<file path="config.mk">
export PLATFORM = sky130hd
export DESIGN_NAME = pos_output_stage
export DESIGN_NICKNAME = d
export VERILOG_FILES = /design/src/inc/pos_pkg.sv /design/src/inc/pos_pair_if.sv /design/src/rtl/pos_output_stage.sv /design/src/rtl/pos_deadtime.sv
export VERILOG_INCLUDE_DIRS = /design/src /design/src/inc
export SDC_FILE = /design/constraint.sdc
export NUM_CORES = 1
export LEC_CHECK = 0
export BUFFER_PORTS_ARGS = -buffer_cell sky130_fd_sc_hd__buf_2
export CAP_MARGIN = 20
export CORE_ASPECT_RATIO = 1.25
export CORE_UTILIZATION = 40
export DETAILED_ROUTE_END_ITERATION = 10
export GPL_TIMING_DRIVEN = 0
export PLACE_DENSITY = 0.69
export SYNTH_ARGS = -nofsm -noshare
export SYNTH_HDL_FRONTEND = slang
export SYNTH_SLANG_ARGS = --single-unit
</file>
<file path="constraint.sdc">
create_clock -name clk -period 4.95 [get_ports clk]
set_input_delay 0.2475 -clock clk [delete_from_list [all_inputs] [get_ports clk]]
set_output_delay 0.2475 -clock clk [all_outputs]
set_load 0.02 [all_outputs]
</file>
<file path="src/inc/pos_defs.svh">
`ifndef POS_DEFS_SVH
`define POS_DEFS_SVH
`define POS_OFF_SEL_B 8'hc6
`define POS_OFF_SEL_A 8'hde
`define POS_OFF_DT_EN 8'hf9
`define POS_OFF_DT_CNT 8'hfa
`define POS_OFF_MASK_EN 8'hfb
`define POS_OFF_MASK_DATA 8'hfc
`define POS_OFF_CTRL 8'hf0
`define POS_OFF_TA 8'hf1
`define POS_OFF_STATUS 8'hf2
`define POS_TA_KEY1 8'haa
`define POS_TA_KEY2 8'h55
`define POS_TA_WINDOW 3'h4
`define POS_SEL_A_MASK 8'h3f
`define POS_SEL_B_MASK 8'h2e
`define POS_DT_EN_MASK 8'h17
`define POS_CH_MASK 8'h3f
`define POS_DT_BIT8 4
`define POS_RESET_BYTE 8'h00
`define POS_DT_ZERO 9'h000
`define POS_DT_ONE 9'h001
`endif

</file>
<file path="src/inc/pos_pkg.sv">
package pos_pkg;
  typedef logic [5:0] pos_chan_t;
  typedef logic [8:0] pos_count_t;
  typedef enum logic [1:0] {
    POS_TA_IDLE = 2'b00,
    POS_TA_KEY = 2'b01,
    POS_TA_OPEN = 2'b11
  } pos_ta_state_t;
endpackage : pos_pkg

</file>
<file path="src/inc/pos_pair_if.sv">
`timescale 1ns/1ns
interface pos_pair_if;
  logic in_a;
  logic in_b;
  logic active;
  pos_pkg::pos_count_t count;
  logic out_a;
  logic out_b;
  modport ctrl (output in_a, output in_b, output active, output count, input out_a, input out_b);
  modport pair (input in_a, input in_b, input active, input count, output out_a, output out_b);
endinterface : pos_pair_if

</file>
<file path="src/rtl/pos_output_stage.sv">
`timescale 1ns/1ns
`include "pos_defs.svh"
module pos_output_stage (
  // Clock and reset
  input wire logic clk,
  input wire logic reset_n,
  // Wishbone slave
  input wire logic wb_cyc_i,
  input wire logic wb_stb_i,
  input wire logic wb_we_i,
  input wire logic [7:0] wb_adr_i,
  input wire logic [7:0] wb_dat_i,
  input wire logic wb_sel_i,
  output logic [7:0] wb_dat_o,
  output logic wb_ack_o,
  // Generator channels
  input wire logic [5:0] pwm_gen,
  // Port logic levels
  input wire logic [5:0] port_a_out,
  input wire logic [5:0] port_b_out,
  // Pins
  output logic [5:0] pin_a,
  output logic [5:0] pin_a_pwm,
  output logic [5:0] pin_b,
  output logic [5:0] pin_b_pwm
);
  // ****************************************************
  // Registers
  // ****************************************************
  logic [7:0] sel_a;
  logic [7:0] sel_b;
  logic [7:0] dt_en;
  logic [7:0] dt_cnt;
  logic [7:0] mask_en;
  logic [7:0] mask_data;
  logic [2:0] comp_mode;
  logic pwm_run;
  logic ta_open;
  logic [2:0] ta_timer;
  pos_pkg::pos_ta_state_t ta_state;
  logic req;
  logic wr;
  logic [7:0] next_rdata;
  logic [5:0] dt_out;
  logic [5:0] ch_final;
  logic dt_blocked;
  pos_pkg::pos_count_t dt_count;

  assign req = wb_cyc_i && wb_stb_i && !wb_ack_o;
  // Write lands at the edge where the master samples ack high
  assign wr = wb_cyc_i && wb_stb_i && wb_ack_o && wb_we_i && wb_sel_i;
  assign dt_count = {dt_en[`POS_DT_BIT8], dt_cnt};

  // ****************************************************
  // Bus answer
  // ****************************************************
  always_ff @(posedge clk) begin
    if (!reset_n) begin
      wb_ack_o <= 1'b0;
      wb_dat_o <= `POS_RESET_BYTE;
    end else begin
      wb_ack_o <= req;
      if (req && !wb_we_i) begin
        wb_dat_o <= next_rdata;
      end
    end
  end

  // Unmapped offsets read zero; writes to them, other than the key offset, only close the timed-access window
  always_comb begin
    unique case (wb_adr_i)
      `POS_OFF_SEL_A: next_rdata = sel_a;
      `POS_OFF_SEL_B: next_rdata = sel_b;
      `POS_OFF_DT_EN: next_rdata = dt_en;
      `POS_OFF_DT_CNT: next_rdata = dt_cnt;
      `POS_OFF_MASK_EN: next_rdata = mask_en;
      `POS_OFF_MASK_DATA: next_rdata = mask_data;
      `POS_OFF_CTRL: next_rdata = {4'h0, pwm_run, comp_mode};
      `POS_OFF_STATUS: next_rdata = {6'h00, dt_blocked, ta_open};
      default: next_rdata = `POS_RESET_BYTE;
    endcase
  end

  // ****************************************************
  // Timed access
  // ****************************************************
  // Key pair opens a short window; any other write closes it
  always_ff @(posedge clk) begin
    if (!reset_n) begin
      ta_state <= pos_pkg::POS_TA_IDLE;
      ta_timer <= 3'h0;
    end else if (wr && wb_adr_i == `POS_OFF_TA) begin
      if (wb_dat_i == `POS_TA_KEY1) begin
        ta_state <= pos_pkg::POS_TA_KEY;
      end else if (wb_dat_i == `POS_TA_KEY2 && ta_state == pos_pkg::POS_TA_KEY) begin
        ta_state <= pos_pkg::POS_TA_OPEN;
        ta_timer <= `POS_TA_WINDOW;
      end else begin
        ta_state <= pos_pkg::POS_TA_IDLE;
      end
    end else if (wr) begin
      ta_state <= pos_pkg::POS_TA_IDLE;
    end else if (ta_state == pos_pkg::POS_TA_OPEN) begin
      if (ta_timer == 3'h0) begin
        ta_state <= pos_pkg::POS_TA_IDLE;
      end else begin
        ta_timer <= ta_timer - 3'h1;
      end
    end
  end
  assign ta_open = (ta_state == pos_pkg::POS_TA_OPEN);

  // ****************************************************
  // Register writes
  // ****************************************************
  always_ff @(posedge clk) begin
    if (!reset_n) begin
      sel_a <= `POS_RESET_BYTE;
      sel_b <= `POS_RESET_BYTE;
      dt_en <= `POS_RESET_BYTE;
      dt_cnt <= `POS_RESET_BYTE;
      mask_en <= `POS_RESET_BYTE;
      mask_data <= `POS_RESET_BYTE;
      comp_mode <= 3'h0;
      pwm_run <= 1'b0;
      dt_blocked <= 1'b0;
    end else if (wr) begin
      unique case (wb_adr_i)
        `POS_OFF_SEL_A: sel_a <= wb_dat_i & `POS_SEL_A_MASK;
        `POS_OFF_SEL_B: sel_b <= wb_dat_i & `POS_SEL_B_MASK;
        `POS_OFF_DT_EN: dt_en <= wb_dat_i & `POS_DT_EN_MASK;
        `POS_OFF_DT_CNT: begin
          if (ta_open) begin
            dt_cnt <= wb_dat_i;
          end
          dt_blocked <= !ta_open;
        end
        `POS_OFF_MASK_EN: mask_en <= wb_dat_i & `POS_CH_MASK;
        `POS_OFF_MASK_DATA: mask_data <= wb_dat_i & `POS_CH_MASK;
        `POS_OFF_CTRL: begin
          comp_mode <= wb_dat_i[2:0];
          pwm_run <= wb_dat_i[3];
        end
        default: begin
        end
      endcase
    end
  end

  // ****************************************************
  // Dead-time pairs
  // ****************************************************
  genvar g;
  generate
    for (g = 0; g < 3; g++) begin : g_pair
      pos_pair_if pif ();
      assign pif.in_a = pwm_gen[2*g];
      assign pif.in_b = pwm_gen[2*g+1];
      assign pif.active = comp_mode[g] && dt_en[g];
      assign pif.count = dt_count;
      assign dt_out[2*g] = pif.out_a;
      assign dt_out[2*g+1] = pif.out_b;
      pos_deadtime i_pos_deadtime (
        .clk(clk),
        .reset_n(reset_n),
        .p(pif.pair)
      );
    end
  endgenerate

  // Mask after dead-time so forced levels always win
  assign ch_final = (dt_out & ~mask_en[5:0]) | (mask_data[5:0] & mask_en[5:0]);

  // ****************************************************
  // Pin routing
  // ****************************************************
  // Registered for clean pin edges; adds one cycle of latency
  always_ff @(posedge clk) begin
    if (!reset_n) begin
      pin_a <= 6'h00;
      pin_a_pwm <= 6'h00;
      pin_b <= 6'h00;
      pin_b_pwm <= 6'h00;
    end else begin
      pin_a_pwm <= sel_a[5:0];
      pin_b_pwm <= sel_b[5:0];
      for (int i = 0; i < 6; i++) begin
        pin_a[i] <= sel_a[i] ? ch_final[i] : port_a_out[i];
        pin_b[i] <= sel_b[i] ? ch_final[i] : port_b_out[i];
      end
    end
  end

  // ****************************************************
  // Checks: bus and reset
  // ****************************************************
  a_ack_one_cycle: assert property (@(posedge clk) disable iff (!reset_n)
    wb_ack_o |=> !wb_ack_o)
    else $error("ack longer than one cycle");
  a_ack_follows_req: assert property (@(posedge clk) disable iff (!reset_n)
    req |=> wb_ack_o)
    else $error("request not answered next cycle");
  a_ack_needs_req: assert property (@(posedge clk) disable iff (!reset_n)
    wb_ack_o |-> $past(req))
    else $error("ack without request");
  a_read_sel_a: assert property (@(posedge clk) disable iff (!reset_n)
    (req && !wb_we_i && wb_adr_i == `POS_OFF_SEL_A) |=> (wb_dat_o == $past(sel_a)))
    else $error("select a read data wrong");
  a_read_unmapped: assert property (@(posedge clk) disable iff (!reset_n)
    (req && !wb_we_i && wb_adr_i == `POS_OFF_TA) |=> (wb_dat_o == `POS_RESET_BYTE))
    else $error("write-only offset read not zero");
  a_dat_holds: assert property (@(posedge clk) disable iff (!reset_n)
    (!req || wb_we_i) |=> $stable(wb_dat_o))
    else $error("read data changed without a read");
  a_mask_write: assert property (@(posedge clk) disable iff (!reset_n)
    (wr && wb_adr_i == `POS_OFF_MASK_EN) |=> (mask_en == ($past(wb_dat_i) & `POS_CH_MASK)))
    else $error("mask enable write lost");
  a_sel_b_write: assert property (@(posedge clk) disable iff (!reset_n)
    (wr && wb_adr_i == `POS_OFF_SEL_B) |=> (sel_b == ($past(wb_dat_i) & `POS_SEL_B_MASK)))
    else $error("select b write wrong");
  a_reset_regs: assert property (@(posedge clk)
    !reset_n |=> ((sel_a | sel_b | dt_en | dt_cnt | mask_en | mask_data) == `POS_RESET_BYTE))
    else $error("register not zero after reset");
  a_reset_outputs: assert property (@(posedge clk)
    !reset_n |=> ((pin_a_pwm | pin_b_pwm) == 6'h00 && !wb_ack_o && wb_dat_o == `POS_RESET_BYTE))
    else $error("output not idle after reset");

  // ****************************************************
  // Checks: timed access
  // ****************************************************
  a_ta_guard: assert property (@(posedge clk) disable iff (!reset_n)
    (wr && wb_adr_i == `POS_OFF_DT_CNT && !ta_open) |=> $stable(dt_cnt))
    else $error("unprotected count write accepted");
  a_ta_accept: assert property (@(posedge clk) disable iff (!reset_n)
    (wr && wb_adr_i == `POS_OFF_DT_CNT && ta_open) |=> (dt_cnt == $past(wb_dat_i)))
    else $error("protected count write lost");
  a_ta_refused_flag: assert property (@(posedge clk) disable iff (!reset_n)
    (wr && wb_adr_i == `POS_OFF_DT_CNT) |=> (dt_blocked == !$past(ta_open)))
    else $error("refused flag wrong");
  a_ta_closes: assert property (@(posedge clk) disable iff (!reset_n)
    (wr && wb_adr_i != `POS_OFF_TA) |=> !ta_open)
    else $error("access window left open");
  a_ta_window: assert property (@(posedge clk) disable iff (!reset_n)
    $rose(ta_open) |-> ##5 !ta_open)
    else $error("access window too long");

  // ****************************************************
  // Checks: routing and masking
  // ****************************************************
  a_mask_forces_pin: assert property (@(posedge clk) disable iff (!reset_n)
    (sel_a[0] && mask_en[0]) |=> (pin_a[0] == $past(mask_data[0])))
    else $error("masked pin a0 not at mask level");
  a_mask_level_high: assert property (@(posedge clk) disable iff (!reset_n)
    (sel_a[3] && mask_en[3] && mask_data[3]) |=> pin_a[3])
    else $error("mask high not shown on pin a3");
  a_port_function: assert property (@(posedge clk) disable iff (!reset_n)
    (!sel_a[2]) |=> (pin_a[2] == $past(port_a_out[2])))
    else $error("port level not routed to pin a2");
  a_sel_b_pass: assert property (@(posedge clk) disable iff (!reset_n)
    (sel_b[5] && !mask_en[5] && !(comp_mode[2] && dt_en[2])) |=> (pin_b[5] == $past(pwm_gen[5])))
    else $error("pin b5 not following channel 5");
  a_sel_b_unused: assert property (@(posedge clk) disable iff (!reset_n)
    1'b1 |=> (pin_b[0] == $past(port_b_out[0]) && pin_b[4] == $past(port_b_out[4])))
    else $error("pin b0 or b4 left port function");
  a_pin_a_route: assert property (@(posedge clk) disable iff (!reset_n)
    sel_a[4] |=> (pin_a[4] == $past(ch_final[4])))
    else $error("pin a4 not showing channel 4");
  a_pin_b_route: assert property (@(posedge clk) disable iff (!reset_n)
    sel_b[1] |=> (pin_b[1] == $past(ch_final[1])))
    else $error("pin b1 not showing channel 1");
  a_pwm_flag_a: assert property (@(posedge clk) disable iff (!reset_n)
    1'b1 |=> ({2'b00, pin_a_pwm} == $past(sel_a)))
    else $error("pin a function flags wrong");
  a_pwm_flag_b: assert property (@(posedge clk) disable iff (!reset_n)
    1'b1 |=> ({2'b00, pin_b_pwm} == $past(sel_b)))
    else $error("pin b function flags wrong");
  generate
    for (g = 0; g < 6; g++) begin : g_mask_chk
      a_mask_per_chan: assert property (@(posedge clk) disable iff (!reset_n)
        mask_en[g] |-> (ch_final[g] == mask_data[g]))
        else $error("masked channel not at mask level");
      a_mask_pass_chan: assert property (@(posedge clk) disable iff (!reset_n)
        !mask_en[g] |-> (ch_final[g] == dt_out[g]))
        else $error("unmasked channel not passed through");
    end
  endgenerate

  // ****************************************************
  // Checks: dead-time
  // ****************************************************
  a_dt_holds_low: assert property (@(posedge clk) disable iff (!reset_n)
    (comp_mode[0] && dt_en[0] && !mask_en[0] && pwm_gen[0] && !g_pair[0].i_pos_deadtime.prev_a)
    |-> (ch_final[0] == 1'b0))
    else $error("rising edge not delayed on channel 0");
  a_dt_pair_b: assert property (@(posedge clk) disable iff (!reset_n)
    (comp_mode[0] && dt_en[0] && pwm_gen[1] && !g_pair[0].i_pos_deadtime.prev_b) |-> !dt_out[1])
    else $error("rising edge not delayed on channel 1");
  a_dt_fall_pass: assert property (@(posedge clk) disable iff (!reset_n)
    (comp_mode[0] && dt_en[0] && !pwm_gen[0]) |-> !dt_out[0])
    else $error("falling edge delayed on channel 0");
  a_dt_off_pass: assert property (@(posedge clk) disable iff (!reset_n)
    (!dt_en[0]) |-> (dt_out[1:0] == pwm_gen[1:0]))
    else $error("pair 0 delayed with enable clear");
  a_dt_bypass: assert property (@(posedge clk) disable iff (!reset_n)
    (!comp_mode[1] && !mask_en[2]) |-> (ch_final[2] == pwm_gen[2]))
    else $error("dead-time applied outside complementary mode");
  a_count_width: assert property (@(posedge clk) disable iff (!reset_n)
    (pwm_gen[0] && !g_pair[0].i_pos_deadtime.prev_a)
    |=> (g_pair[0].i_pos_deadtime.cnt_a == {$past(dt_en[`POS_DT_BIT8]), $past(dt_cnt)}))
    else $error("count bit 8 wrong");
  a_dt_length: assert property (@(posedge clk) disable iff (!reset_n)
    (comp_mode[0] && dt_en[0] && dt_count == 9'h002 && $stable(dt_count) && pwm_gen[0]
     && !$past(pwm_gen[0])) |-> (!ch_final[0] || mask_en[0])[*3])
    else $error("dead-time shorter than count plus one");
endmodule : pos_output_stage

</file>
<file path="src/rtl/pos_deadtime.sv">
`timescale 1ns/1ns
`include "pos_defs.svh"
module pos_deadtime (
  // Clock and reset
  input wire logic clk,
  input wire logic reset_n,
  // Pair link
  pos_pair_if.pair p
);
  pos_pkg::pos_count_t cnt_a;
  pos_pkg::pos_count_t cnt_b;
  logic prev_a;
  logic prev_b;

  // Rising edge restarts the count; output follows after count+1 cycles
  always_ff @(posedge clk) begin
    if (!reset_n) begin
      prev_a <= 1'b0;
      prev_b <= 1'b0;
      cnt_a <= `POS_DT_ZERO;
      cnt_b <= `POS_DT_ZERO;
    end else begin
      prev_a <= p.in_a;
      prev_b <= p.in_b;
      if (p.in_a && !prev_a) begin
        cnt_a <= p.count;
      end else if (cnt_a != `POS_DT_ZERO) begin
        cnt_a <= cnt_a - `POS_DT_ONE;
      end
      if (p.in_b && !prev_b) begin
        cnt_b <= p.count;
      end else if (cnt_b != `POS_DT_ZERO) begin
        cnt_b <= cnt_b - `POS_DT_ONE;
      end
    end
  end

  // Held low during the delay; falling edges pass at once
  always_comb begin
    if (p.active) begin
      p.out_a = p.in_a && prev_a && (cnt_a == `POS_DT_ZERO);
      p.out_b = p.in_b && prev_b && (cnt_b == `POS_DT_ZERO);
    end else begin
      p.out_a = p.in_a;
      p.out_b = p.in_b;
    end
  end
endmodule : pos_deadtime

</file>
Word level (Yosys, flattened, before mapping)
Index checks and enable logic that the tools add are counted.

$add $sub $neg: 7. Equality and inequality tests: 17. Multiplexer cells: 41. Bitwise logic cells: 4. Reduce and logical (&&, ||, !) cells: 70.

Operator list (number): two-way mux 9 bit (12); == test 8 bit, second input constant (10); one-hot mux 8 bit (8 select lines) (1); zero test 9 bit (6); nonzero test 9 bit (6); subtractor 9 x 1 -> 9 bit, second input constant (6); logical AND 1 bit (29); two-way mux 3 bit (6); two-way mux 1 bit (16); AND reduction 2 bit (8); nonzero test 2 bit (7); AND 6 bit (2); two-way mux 2 bit (6); zero test 1 bit (9); == test 8 x 7 -> 1 bit, second input constant (1); NOT 6 bit (1); bitwise OR 6 bit (1); nonzero test 3 bit (2); AND reduction 5 bit (1); inequality test 2 x 1 -> 1 bit, second input constant (2); inequality test 2 bit, second input constant (2); zero test 3 bit (1); AND reduction 3 bit (1); subtractor 3 x 1 -> 3 bit, second input constant (1); other kinds (2) (2).

Register bits after elaboration: 135. Bits of input ports: 40. Output and inout bits: 33. Word-level logic and storage cells: 168.

Logic depth before layout (Yosys ltp)
Gate-level depths: netlist (run 1).

Depth in word-level cells: 7. Mapped depth: 8. Gate-level depth less buffers: 8.

Modules after synthesis
Synthesis (run 1) repeated with hierarchy kept, for this count alone.

Cells, all modules: 726. Area total of the unflattened synthesis: 6389.9 um^2.

By module, submodules not included: pos_output_stage (instances 1, cells an instance 345, area an instance 3289.4 um^2, sequential area each 1501.4 um^2); pos_deadtime (instances 3, cells an instance 127, area an instance 1033.5 um^2, sequential area each 400.4 um^2).

Worst setup path before layout (run 1)
Ideal clock, no wire load.

Path type: register -> register. Start: register g_pair[0].i_pos_deadtime.cnt_b[0]. End: register g_pair[0].i_pos_deadtime.cnt_b[3]. Library setup time: 0.086 ns. Arrival: 1.851 ns. Data required time: 4.864 ns. Slack: 3.014 ns. Cell stages (with the launch flop): 8. Cells stage by stage: dfxtp_1 -> inv_1 -> ha_1 -> or4b_4 -> nor3_2 -> nor4_1 -> xnor2_1 -> a211oi_1.

Longest elaborated chain between the ends: 3. Elaborated cells between the ends (all ways): 5. Those cells by class: add/sub: 1; mux: 2; reduce/logical: 2.

Ends and longest elaborated chain: start: declaration (line pos_deadtime.sv:11) `pos_pkg::pos_count_t cnt_b;`; start signal: assignment (line pos_deadtime.sv:21) `` cnt_b <= `POS_DT_ZERO; ``; start signal: assignment (line pos_deadtime.sv:31) `cnt_b <= p.count;`; start signal: assignment (line pos_deadtime.sv:33) `` cnt_b <= cnt_b - `POS_DT_ONE; ``; subtractor 9 x 1 -> 9 bit (no source line); two-way mux 9 bit (line pos_deadtime.sv:32) `` end else if (cnt_b != `POS_DT_ZERO) begin ``; two-way mux 9 bit (line pos_deadtime.sv:30) `if (p.in_b && !prev_b) begin`.

Parallel ways exist; a longest one is shown, timed or not. The select of a mux whose other input is x is not followed. A chain may end at the register's enable or synchronous reset.

Worst setup path in the final report (run 1)
Same ends and word-level chain as after synthesis.

==> reports/qor.yml, run 1 <==
cells_and_area:
  layoutNonFillerInstCount: 1059
  synthToLayoutAreaGrowth_pct: 18.7
  final_nets: 882
  drive_above_1_share: 0.149
  final_area_um2: 7520
  diodes: 0
worst_setup_path:
  crit_arrival_ps: 2630
  endpoint_kind: "flop"
  worstSetupPathType: "reg2reg"
  crit_slowest_cell: "nor3_2"
  reg2reg_depth: 7
  crit_chain: "inv_1 -> ha_1 -> or4b_4 -> nor3_2 -> nor4_1 -> xnor2_1 -> a211oi_1"
  rr_endpoint: "g_pair[0].i_pos_deadtime.cnt_b[3]"
  cpLargestDelayFamily: "simple AND/OR/NAND/NOR gates"
  cp.required_ps: 5280
  reg2reg_from: "g_pair[0].i_pos_deadtime.cnt_b[0]"
  startpoint: "g_pair[0].i_pos_deadtime.cnt_b[0]"
  cp_slowest_stage_delay_ps: 560
  cp_num_buf_inv: 1
  r2r_slack_ps: 2650
  crit_path_start_kind: "flop"
  crit_path_max_fanout: 9
detailed_routing:
  wire_per_inst_um: 17.2
  wl_met1_um: 7800
  dr_wl_met2_um: 8630
  top_layer: "met4"
  via_count: 5813
  drtIter0Drc: 389
  dr.pass1.iters: 10
  wl_met3_um: 1140
  vias_per_cell: 5.49
  ant_nets: 0
  drc_errors: 2
  totalWireLength_um: 18200
floorplan:
  die_w_um: 115
  initial_core_util: 0.409
  rows: 51
  die_h_um: 143
  pin_count: 73
  coreArea_um2: 15500
  die_area_um2: 16300
timing:
  skew_ps: 11.0
  period_share: 0.465
  post-route-min-period_ps: 2300
  tightest_slew_ps: 816
  relSlewSlack: 0.456
  finalMaxSlewViolations: 0
  grt_setup_unrepaired: "false"
  clock.fmax_mhz: 435
  finalSetupViolCount: 0
  setup_tns_ps: 0
  final-hold-violation-count: 0
hold_path:
  whs_endpoint: "pin_b[0]"
  hp-start: "port_b_out[0]"
  hold_path_class: "in2reg"
  hold_depth: 2
yosys:
  synth_top_flop_cell: "dfxtp_1"
  ys_warn_count: 0
  synthCells: 747
  synthTopCellsByArea: "dfxtp_1 (43%), nand2_1 (5.3%), nor2_1 (5.0%)"
  ys_seq_area_frac: 0.427
  synth_top_area_frac: 0.427
  synth_cell_type_count: 75
  yosysTopAreaCell: "dfxtp_1"
  syn_area_per_cell_um2: 8.48
  synth_most_common_cell: "dfxtp_1"
  ys_seq_elements: 135
  synth_commonest_cells: "dfxtp_1 (135), nand2_1 (90), nor2_1 (85), a21oi_1 (62), clkbuf_1 (31)"
  synth-async-reset-ratio: 0
  synth_edf_count: 0
  syn_area_um2: 6330
job:
  maxCapViolCount: 0
place:
  dp_hpwl_um: 12800
  placed_cell_area_um2: 6940
  routabilityCongestion: 0.940
  io_buffers: 67
  dpl.cell_count: 1027
global_routing:
  antenna_found_initial: 0
  grt_util_all_layers: 0.233
  gr-total-overflow: 0
  grt_max_degree: 17
  grt_first_pass_wirelength_um: 28200
  grt_pass1_vias: 5133
clock_tree:
  root_buffer: "clkbuf_16"
  cts_setup_buffers: 0
  cts_tree: "built"
  cts_buffers: 17
  clock_latency_ps: 430
  path_clk_slew_ps: 60
  cts_num_sinks: 135
  cts_hold_buf: 0
  cts_resized: 0
  cts_buffer_depth: 2
  h-tree-depth: 4
power:
  powerDensity_nw_per_um2: 510
  vdd_ir_drop_max_v: 0.000201
  p_leak_nw: 3.01
run_status:
  outcome: "finished with violations"
  violations: "design-rule violations"
worst max-delay path by stage:
stage                                              endpoint  depth (start not counted)
after floorplan           g_pair[0].i_pos_deadtime.cnt_b[3]                          7
after global placement    g_pair[0].i_pos_deadtime.cnt_b[3]                          7
after detailed placement  g_pair[0].i_pos_deadtime.cnt_b[3]                          7
after CTS                 g_pair[0].i_pos_deadtime.cnt_b[3]                          7
after global routing      g_pair[0].i_pos_deadtime.cnt_b[3]                          7
final                     g_pair[0].i_pos_deadtime.cnt_b[3]                          7
kinds of logic (layout without fill, tap and decap cells):
group / after synthesis / in the layout / share of synthesized area
and+or+nand+nor: 317 / 317 / 0.262
AOI/OAI and AO/OA: 164 / 164 / 0.167
DFF: 135 / 135 / 0.427
buffers and inverters: 63 / 162 / 0.0399
muxes: 31 / 31 / 0.0492
xor gates and xnor gates: 28 / 28 / 0.0387
adders and majority gates: 8 / 8 / 0.0158
other: 1 / 2 / 0.000592
state kept, by name, indices dropped and copies added (netlist names):
name and count:
comp_mode 3, g_pair.i_pos_deadtime.prev_b 3, dt_en 4, ta_timer 3
pwm_run 1, wb_dat_o 8, pin_b 6, g_pair.i_pos_deadtime.cnt_a 27
g_pair.i_pos_deadtime.cnt_b 27, mask_data 6, sel_b 4, sel_a 6
pin_b_pwm 4, mask_en 6, ta_state 2, dt_cnt 8
pin_a 6, dt_blocked 1, pin_a_pwm 6, wb_ack_o 1
g_pair.i_pos_deadtime.prev_a 3
worst reg2reg max path, cell delays in order (launching register included):
cell and delay, ps:
dfxtp_1 320, inv_1 90, ha_1 200, or4b_4 510
nor3_2 560, nor4_1 130, xnor2_1 170, a211oi_1 220
layout by cell type, fill, tap and decap left out, drive strengths merged, types with 3 or more instances in the layout:
master and instances:
nand2 90, o211ai 4, a222oi 3, nand2b 10, o311ai 4, xnor2 15
nor2b 10, clkbuf 56, xor2 13, a221oi 4, nor3 19, nand4b 5
a21oi 62, and2 20, a211oi 7, a311oi 8, a31oi 7, ha 8
or4 5, and3 7, mux2i 30, nor4b 3, buf 77, nor4bb 3
or3 8, nand3 27, inv 22, o22ai 9, a22o 7, clkinv 3
nor3b 4, nor2 85, o21ai 25, a22oi 10, dfxtp 135, nor4 8
area by class of cell:
| cell class | instances | area, um^2 |
|---|---|---|
| Timing Repair Buffer | 67 | 335 |
| Inverter | 22 | 82.6 |
| Multi-Input combinational cell | 550 | 3380 |
| Buffer | 41 | 170 |
| Clock inverter | 7 | 93.8 |
| Fill cell | 1514 | 7990 |
| Clock buffer | 25 | 485 |
| Tap cell | 212 | 265 |
| Sequential cell | 135 | 2700 |
metal layers:
layer / GRT usage / vias up
met2: 0.379 / 198
met1: 0.286 / 2740
met3: 0.0577 / 48
met5: 0 / -
li1: - / 2827
met4: 0.115 / 0
per-stage QoR:
stage | setup WS (ps) | utilization | hold slack [ps] | power (mW)
after CTS | 2660 | 0.485 | 5.30 | 3.84
after detailed placement | 2670 | 0.448 | 444 | 2.58
final | 2650 | 0.485 | 23.8 | 3.83
after floorplan | 3010 | - | 369 | 2.36
after global placement | 2720 | 0.448 | 442 | 2.57
after global routing | 2520 | 0.485 | 17.5 | 4.07
power by group:
| group | total [mW] | internal, mW | switching, mW |
|---|---|---|---|
| Clock | 1.25 | 0.780 | 0.472 |
| Sequential | 1.36 | 1.23 | 0.131 |
| Combinational | 1.22 | 0.558 | 0.661 |
| Total | 3.83 | 2.57 | 1.26 |
No activity file was read; power rests on OpenSTA's default activity.
==> inputs of run 2 (changes only) <==
--- a/config.mk
+++ b/config.mk
@@ -12,7 +12,7 @@
 export CORE_UTILIZATION = 40
 export DETAILED_ROUTE_END_ITERATION = 10
 export GPL_TIMING_DRIVEN = 0
-export PLACE_DENSITY = 0.69
+export PLACE_DENSITY = 0.71
 export SYNTH_ARGS = -nofsm -noshare
 export SYNTH_HDL_FRONTEND = slang
 export SYNTH_SLANG_ARGS = --single-unit
==> constraint.sdc (replaced) <==
create_clock -name clk -period 2.1 [get_ports clk]
set_input_delay 0.105 -clock clk [delete_from_list [all_inputs] [get_ports clk]]
set_output_delay 0.105 -clock clk [all_outputs]
set_load 0.02 [all_outputs]
==> run 2 against run 1 <==
The run now ends clean. Worst hold slack improved by 2.5 ps. Power grew to 2.6 times the previous value. Combinational power rose to 2.6 times the previous value. Global-route usage down 0.21 points. First-iteration DRC count decreased by 19%. Sequential share of layout area decreased by 1.7 points. Clock skew is 3.5 ps lower. Register-to-register slack got worse by 2600 ps. Flip-flop and latch count did not move. Critical endpoint is now g_pair[0].i_pos_deadtime.cnt_b[4]. Largest cell class unchanged. Largest power group is now the clock network.
==> reports/qor.yml, run 2 (synthesis gave the netlist of run 1 again) <==
timing:
  finalSetupViolCount: 0  # unchanged
  finalMaxSlewViolations: 0  # unchanged
  final-hold-violation-count: 0  # unchanged
  period_share: 0.962  # +0.498
  grt_setup_unrepaired: "true"
  setup_tns_ps: 0  # unchanged
  clock.fmax_mhz: 495  # +14%
  tightest_slew_ps: 890  # +74.2 ps
  post-route-min-period_ps: 2020  # -279 ps
  skew_ps: 7.49  # -3.47 ps
  relSlewSlack: 0.402  # -0.0540
worst_setup_path:
  crit_path_start_kind: "flop"
  crit_slowest_cell: "or4b_4"
  cp_slowest_stage_delay_ps: 510  # -50 ps
  crit_arrival_ps: 2310  # -320 ps
  endpoint_kind: "flop"
  crit_chain: "inv_2 -> ha_4 -> or4b_4 -> nor3_4 -> buf_4 -> buf_4 -> nor2_1 -> a21oi_1 -> a21oi_1"
  crit_path_max_fanout: 8  # -1
  cp.required_ps: 2390  # -2890 ps
  worstSetupPathType: "reg2reg"
cells_and_area:
  reg_top3: "g_pair.i_pos_deadtime.cnt_a: 27 flops, g_pair.i_pos_deadtime.cnt_b: 27 flops"
  final_nets: 908  # +2.9%
  final-seq-area_um2: 2700  # about the same
  fillCellCount: 1484  # -2.0%
  mostFrequentLayoutCells: "dfxtp_1 (134), nand2_1 (90), nor2_1 (84)"
  drive_above_1_share: 0.166  # +0.0173
  synthToLayoutAreaGrowth_pct: 24.5
  diodes: 0  # unchanged
  multi_input_area_um2: 3410  # +0.85%
  layoutNonFillerInstCount: 1085  # +2.5%
  layout_commonest_cell: "dfxtp_1"
hold_path:
  hold_path_class: "in2reg"
detailed_routing:
  totalWireLength_um: 18100  # -0.68%
  ant_nets: 0  # unchanged
  via_count: 5906  # +1.6%
  drc_errors: 0  # -2
  dr.pass1.iters: 5  # -5
  vias_per_cell: 5.44  # -0.83%
  wire_per_inst_um: 16.7  # -3.1%
  drtIter0Drc: 316  # -19%
power:
  p_leak_nw: 3.17  # +5.3%
  total_power_mw: 9.82  # +160%
  powerDensity_nw_per_um2: 1240  # +140%
  vdd_ir_drop_max_v: 0.000530  # +160%
global_routing:
  gr-total-overflow: 0  # unchanged
  grt_first_pass_wirelength_um: 28700  # +1.6%
  grt_pass1_vias: 5619  # +9.5%
  antenna_found_initial: 0  # unchanged
  grt_util_all_layers: 0.231  # -0.00208
  grt_max_degree: 17  # unchanged
floorplan:
  die_area_um2: 16300  # unchanged
  rows: 51  # unchanged
  pin_count: 73  # unchanged
  initial_core_util: 0.409  # unchanged
  die_w_um: 115  # unchanged
  coreArea_um2: 15500  # unchanged
  die_h_um: 143  # unchanged
clock_tree:
  h-tree-depth: 4  # unchanged
  cts_buffers: 17  # unchanged
  path_clk_slew_ps: 60  # about the same
  cts_tree: "built"
  root_buffer: "clkbuf_16"
  cts_num_sinks: 135  # unchanged
  clock_latency_ps: 420  # about the same
  cts_buffer_depth: 2  # unchanged
place:
  dpl.cell_count: 1027  # unchanged
  dp_hpwl_um: 12700  # -1.3%
  routabilityCongestion: 0.885  # -5.8%
  io_buffers: 67  # unchanged
job:
  maxCapViolCount: 0  # unchanged
run_status:
  outcome: "finished, final reports clean"
run 2: final cells by class:
| type | count | share of cell area |
|---|---|---|
| buffer | 41 | 0.0217 |
| sequential | 135 | 0.343 |
| timing repair buffer | 93 | 0.0733 |
| tap | 212 | 0.0336 |
| inverter | 22 | 0.0105 |
| multi-input combinational | 550 | 0.433 |
| clock buffer | 18 | 0.0544 |
| clock inverter | 14 | 0.0312 |
run 2: final timing paths:
path | from | end | slack, ps | depth (start not counted)
setup / recovery | g_pair[0].i_pos_deadtime.cnt_b[0] | g_pair[0].i_pos_deadtime.cnt_b[4] | 80 | 9
hold / removal | wb_dat_i[3] | dt_cnt[3] | 30 | 3
setup reg to reg | g_pair[0].i_pos_deadtime.cnt_b[0] | g_pair[0].i_pos_deadtime.cnt_b[4] | 80 | 9
hold reg to reg | wb_dat_o[6] | wb_dat_o[6] | 450 | 2
run 2: worst max-delay path: cells and delay by family, from the launching register on:
family,cells,cell delay (ps)
AOI/OAI and AO/OA,2,180
adders and majority gates,1,140
buffers and inverters,3,380
DFF,1,330
and+or+nand+nor,3,870
run 2: per-stage QoR:
step | worst slack (ps) | util | area (um^2) | hold WS (ps)
floorplan | 164 | - | 6340 | 227
global placement | -155 | 0.448 | 6940 | 310
detailed placement | -177 | 0.448 | 6940 | 319
CTS | 8.24 | 0.505 | 7820 | 12.2
global route | -24.3 | 0.509 | 7890 | 11.3
finish | 79.2 | 0.509 | 7890 | 26.3
run 2: routing by layer:
layer | track usage | share of wire | wire [um] | vias to the layer above
li1 | - | - | - | 2880
met4 | 0.103 | 0.031 | 562 | 0
met3 | 0.0526 | 0.050 | 901 | 35
met1 | 0.262 | 0.41 | 7450 | 2809
met2 | 0.409 | 0.51 | 9200 | 182
met5 | 0 | 0 | 0 | -
run 2: where the power goes:
part           leakage [nW]  internal (mW)  switching, mW
logic                  1.75           1.48           1.70
clock network         0.318           2.24           1.18
registers              1.10           2.90          0.317
total                  3.17           6.63           3.19
run 2: what timing repair did:
action                                  in CTS  in global routing
endpoints found under the hold margin       19                  0
endpoints found under the setup margin      17                 20
pin swaps                                    2                  5
resized for setup                            3                  8
hold buffers                                19                  0
buffers inserted                             1                  6
==> inputs of run 3 (changes only) <==
--- a/config.mk
+++ b/config.mk
@@ -6,6 +6,7 @@
 export SDC_FILE = /design/constraint.sdc
 export NUM_CORES = 1
 export LEC_CHECK = 0
+export ABC_AREA = 1
 export BUFFER_PORTS_ARGS = -buffer_cell sky130_fd_sc_hd__buf_2
 export CAP_MARGIN = 20
 export CORE_ASPECT_RATIO = 1.25
==> run 3 against run 2 <==
Flip-flop and latch count unchanged. Critical path depth increased by 1. Via count up 8.6%. Largest power group is now registers. Sequential share of layout area is 0.14 points higher.
==> reports/qor.yml, run 3 <==
floorplan:
  pin_count: 73  # unchanged
  die_w_um: 116  # +0.82%
  die_area_um2: 16600  # +1.7%
  die_h_um: 144  # +0.82%
  initial_core_util: 0.412  # +0.00347
  rows: 51  # unchanged
  coreArea_um2: 15600  # +0.82%
detailed_routing:
  drc_errors: 0  # unchanged
  drtIter0Drc: 352  # +11%
  dr_wl_met2_um: 9420  # +2.4%
  ant_nets: 0  # unchanged
  via_count: 6413  # +8.6%
  totalWireLength_um: 18700  # +3.2%
  dr.pass1.iters: 7  # +2
  wire_per_inst_um: 14.7  # -12%
  top_layer: "met4"
  vias_per_cell: 5.05  # -7.2%
  wl_met3_um: 868  # -3.7%
  wl_met1_um: 7450  # about the same
yosys:
  synth_top_flop_cell: "dfxtp_1"
  ys_warn_count: 0  # unchanged
  synth_commonest_cells: "nand2_1 (199), dfxtp_1 (135), nor2_1 (126), inv_1 (122), a21oi_1 (91)"
  synth_edf_count: 0  # unchanged
  ys_seq_elements: 135  # unchanged
  synth-async-reset-ratio: 0  # unchanged
  synth_top_area_frac: 0.420  # -0.00704
  synthTopCellsByArea: "dfxtp_1 (42%), nand2_1 (12%), nor2_1 (7.3%)"
  synth_cell_type_count: 37  # -51%
  synth_most_common_cell: "nand2_1"
  yosysTopAreaCell: "dfxtp_1"
  syn_area_um2: 6440  # +1.7%
  ys_seq_area_frac: 0.420  # -0.00704
  syn_area_per_cell_um2: 6.90  # -19%
  synthCells: 933  # +25%
global_routing:
  gr-total-overflow: 0  # unchanged
  grt_util_all_layers: 0.238  # +0.00732
  grt_pass1_vias: 6148  # +9.4%
  grt_first_pass_wirelength_um: 29800  # +4.1%
  grt_max_degree: 17  # unchanged
  antenna_found_initial: 0  # unchanged
clock_tree:
  cts_tree: "built"
  h-tree-depth: 4  # unchanged
  cts_num_sinks: 135  # unchanged
  cts_resized: 0  # -3
  cts_setup_buffers: 0  # -1
  root_buffer: "clkbuf_16"
  clock_latency_ps: 430  # about the same
  cts_buffers: 17  # unchanged
  path_clk_slew_ps: 60  # about the same
  cts_buffer_depth: 2  # unchanged
timing:
  skew_ps: 7.43  # -0.0594 ps
  period_share: 0.835  # -0.127
  finalSetupViolCount: 0  # unchanged
  grt_setup_unrepaired: "false"
  post-route-min-period_ps: 1750  # -268 ps
  whs_ps: 21.6  # -4.71 ps
  finalMaxSlewViolations: 0  # unchanged
  final-hold-violation-count: 0  # unchanged
  relSlewSlack: 0.519  # +0.117
  setup_tns_ps: 0  # unchanged
  tightest_slew_ps: 721  # -169 ps
  clock.fmax_mhz: 570  # +15%
  setup_ws_ps: 347  # +268 ps
power:
  combPwrFrac: 0.343  # +0.019
  seqPwrFrac: 0.348  # +0.020
  p_leak_nw: 3.63  # +14%
  internal-power_mw: 6.01  # -9.3%
  powerDensity_nw_per_um2: 1200  # -3.9%
  vdd_ir_drop_max_v: 0.000552  # +4.0%
  power_switching_mw: 3.38  # +6.0%
  switching_share: 0.360  # +0.0350
  total_power_mw: 9.40  # -4.3%
  clkPwrFrac: 0.309  # -0.039
place:
  place_ws_ps: 450  # +627 ps
  dp_hpwl_um: 13400  # +5.6%
  routabilityCongestion: 0.942  # +6.4%
  io_buffers: 69  # +3.0%
  placed_cell_area_um2: 7060  # +1.7%
  dpl.cell_count: 1215  # +18%
worst_setup_path:
  worstSetupPathType: "reg2reg"
  reg2reg_depth: 10  # +1
  endpoint_kind: "flop"
  crit_path_start_kind: "flop"
  crit_path_max_fanout: 4  # -4
  crit_arrival_ps: 2130  # -180 ps
  cp.required_ps: 2480  # +90 ps
cells_and_area:
  reg_top3: "g_pair.i_pos_deadtime.cnt_a: 27 flops, g_pair.i_pos_deadtime.cnt_b: 27 flops"
  diodes: 0  # unchanged
  final_area_um2: 7850  # -0.44%
  fillCellCount: 1548  # +4.3%
  drive_above_1_share: 0.126  # -0.0404
  synthToLayoutAreaGrowth_pct: 21.9
  layout_commonest_cell: "nand2_1"
  mostFrequentLayoutCells: "nand2_1 (199), dfxtp_1 (135), nor2_1 (126)"
  layoutNonFillerInstCount: 1270  # +17%
  final_nets: 1093  # +20%
  post-route-util: 0.502  # -0.00639
hold_path:
  hold_path_class: "in2reg"
  hold_depth: 3  # unchanged
job:
  maxCapViolCount: 0  # unchanged
run_status:
  outcome: "finished, final reports clean"
[run 3: cell types whose count changed after synthesis, moves of 29 or more]
cell	before	now
nand2_1	90	199
inv_1	21	122
nor2_1	85	126
nand3_1	26	66
mux2i_1	30	0
a21oi_1	62	91
o21ai_0	25	54
[run 3: power by group through the flow]
stage | logic (mW) | registers, mW | clock network, mW
3_3_place_gp | 3.05 | 3.31 | 0
3_5_place_dp | 3.12 | 3.31 | 0
2_1_floorplan | 2.55 | 3.26 | 0
4_1_cts | 3.19 | 3.26 | 2.95
5_1_grt | 3.72 | 3.32 | 3.05
6_report | 3.22 | 3.27 | 2.90
[run 3: cell type report]
class                           count  area [um^2]  area share
Multi-Input combinational cell    643         3110       0.396
Sequential cell                   135         2700       0.344
Timing Repair Buffer               92          576      0.0733
Inverter                          126          473      0.0602
Clock buffer                       23          468      0.0596
Tap cell                          212          265      0.0338
Buffer                             30          156      0.0199
Clock inverter                      9          100      0.0127
[run 3: path summary, 6_finish.rpt]
path	slack [ps]	from	to
hold / removal	20	wb_dat_i[3]	mask_en[3]
setup / recovery	350	g_pair[2].i_pos_deadtime.cnt_b[0]	pin_a[5]
hold reg to reg	460	wb_dat_o[1]	wb_dat_o[1]
setup reg to reg	350	g_pair[2].i_pos_deadtime.cnt_b[0]	pin_a[5]
[run 3: critical path, stage by stage, from the launching register on]
cell	delay, ps
dfxtp_1	320
inv_1	80
ha_1	180
nand2_1	110
nor2_1	210
nand2_1	130
o21ai_0	300
nand2_1	140
nand3_1	120
nand2_1	70
inv_1	50
[run 3: metal layers]
layer  vias up  GRT usage
met5         -          0
met4         0      0.145
met3        56     0.0439
met2       204      0.419
met1      2955      0.263
li1       3198          -
[run 3: logic make-up (layout without fill, tap and decap cells)]
logic type / after synthesis / in the layout / synth area share
AO/OA/AOI/OAI: 170 / 170 / 0.141
XOR/XNOR: 27 / 27 / 0.0367
buffers and inverters: 156 / 280 / 0.0977
flip-flops: 135 / 135 / 0.420
adder cells (fa/ha/maj): 8 / 8 / 0.0155
other: 1 / 2 / 0.000582
AND/OR/NAND/NOR: 436 / 436 / 0.289
[run 3: timing repair]
| action | CTS | global route |
|---|---|---|
| setup endpoints to repair | 0 | 0 |
| hold endpoints to repair | 22 | 0 |
| hold buffers | 23 | 0 |
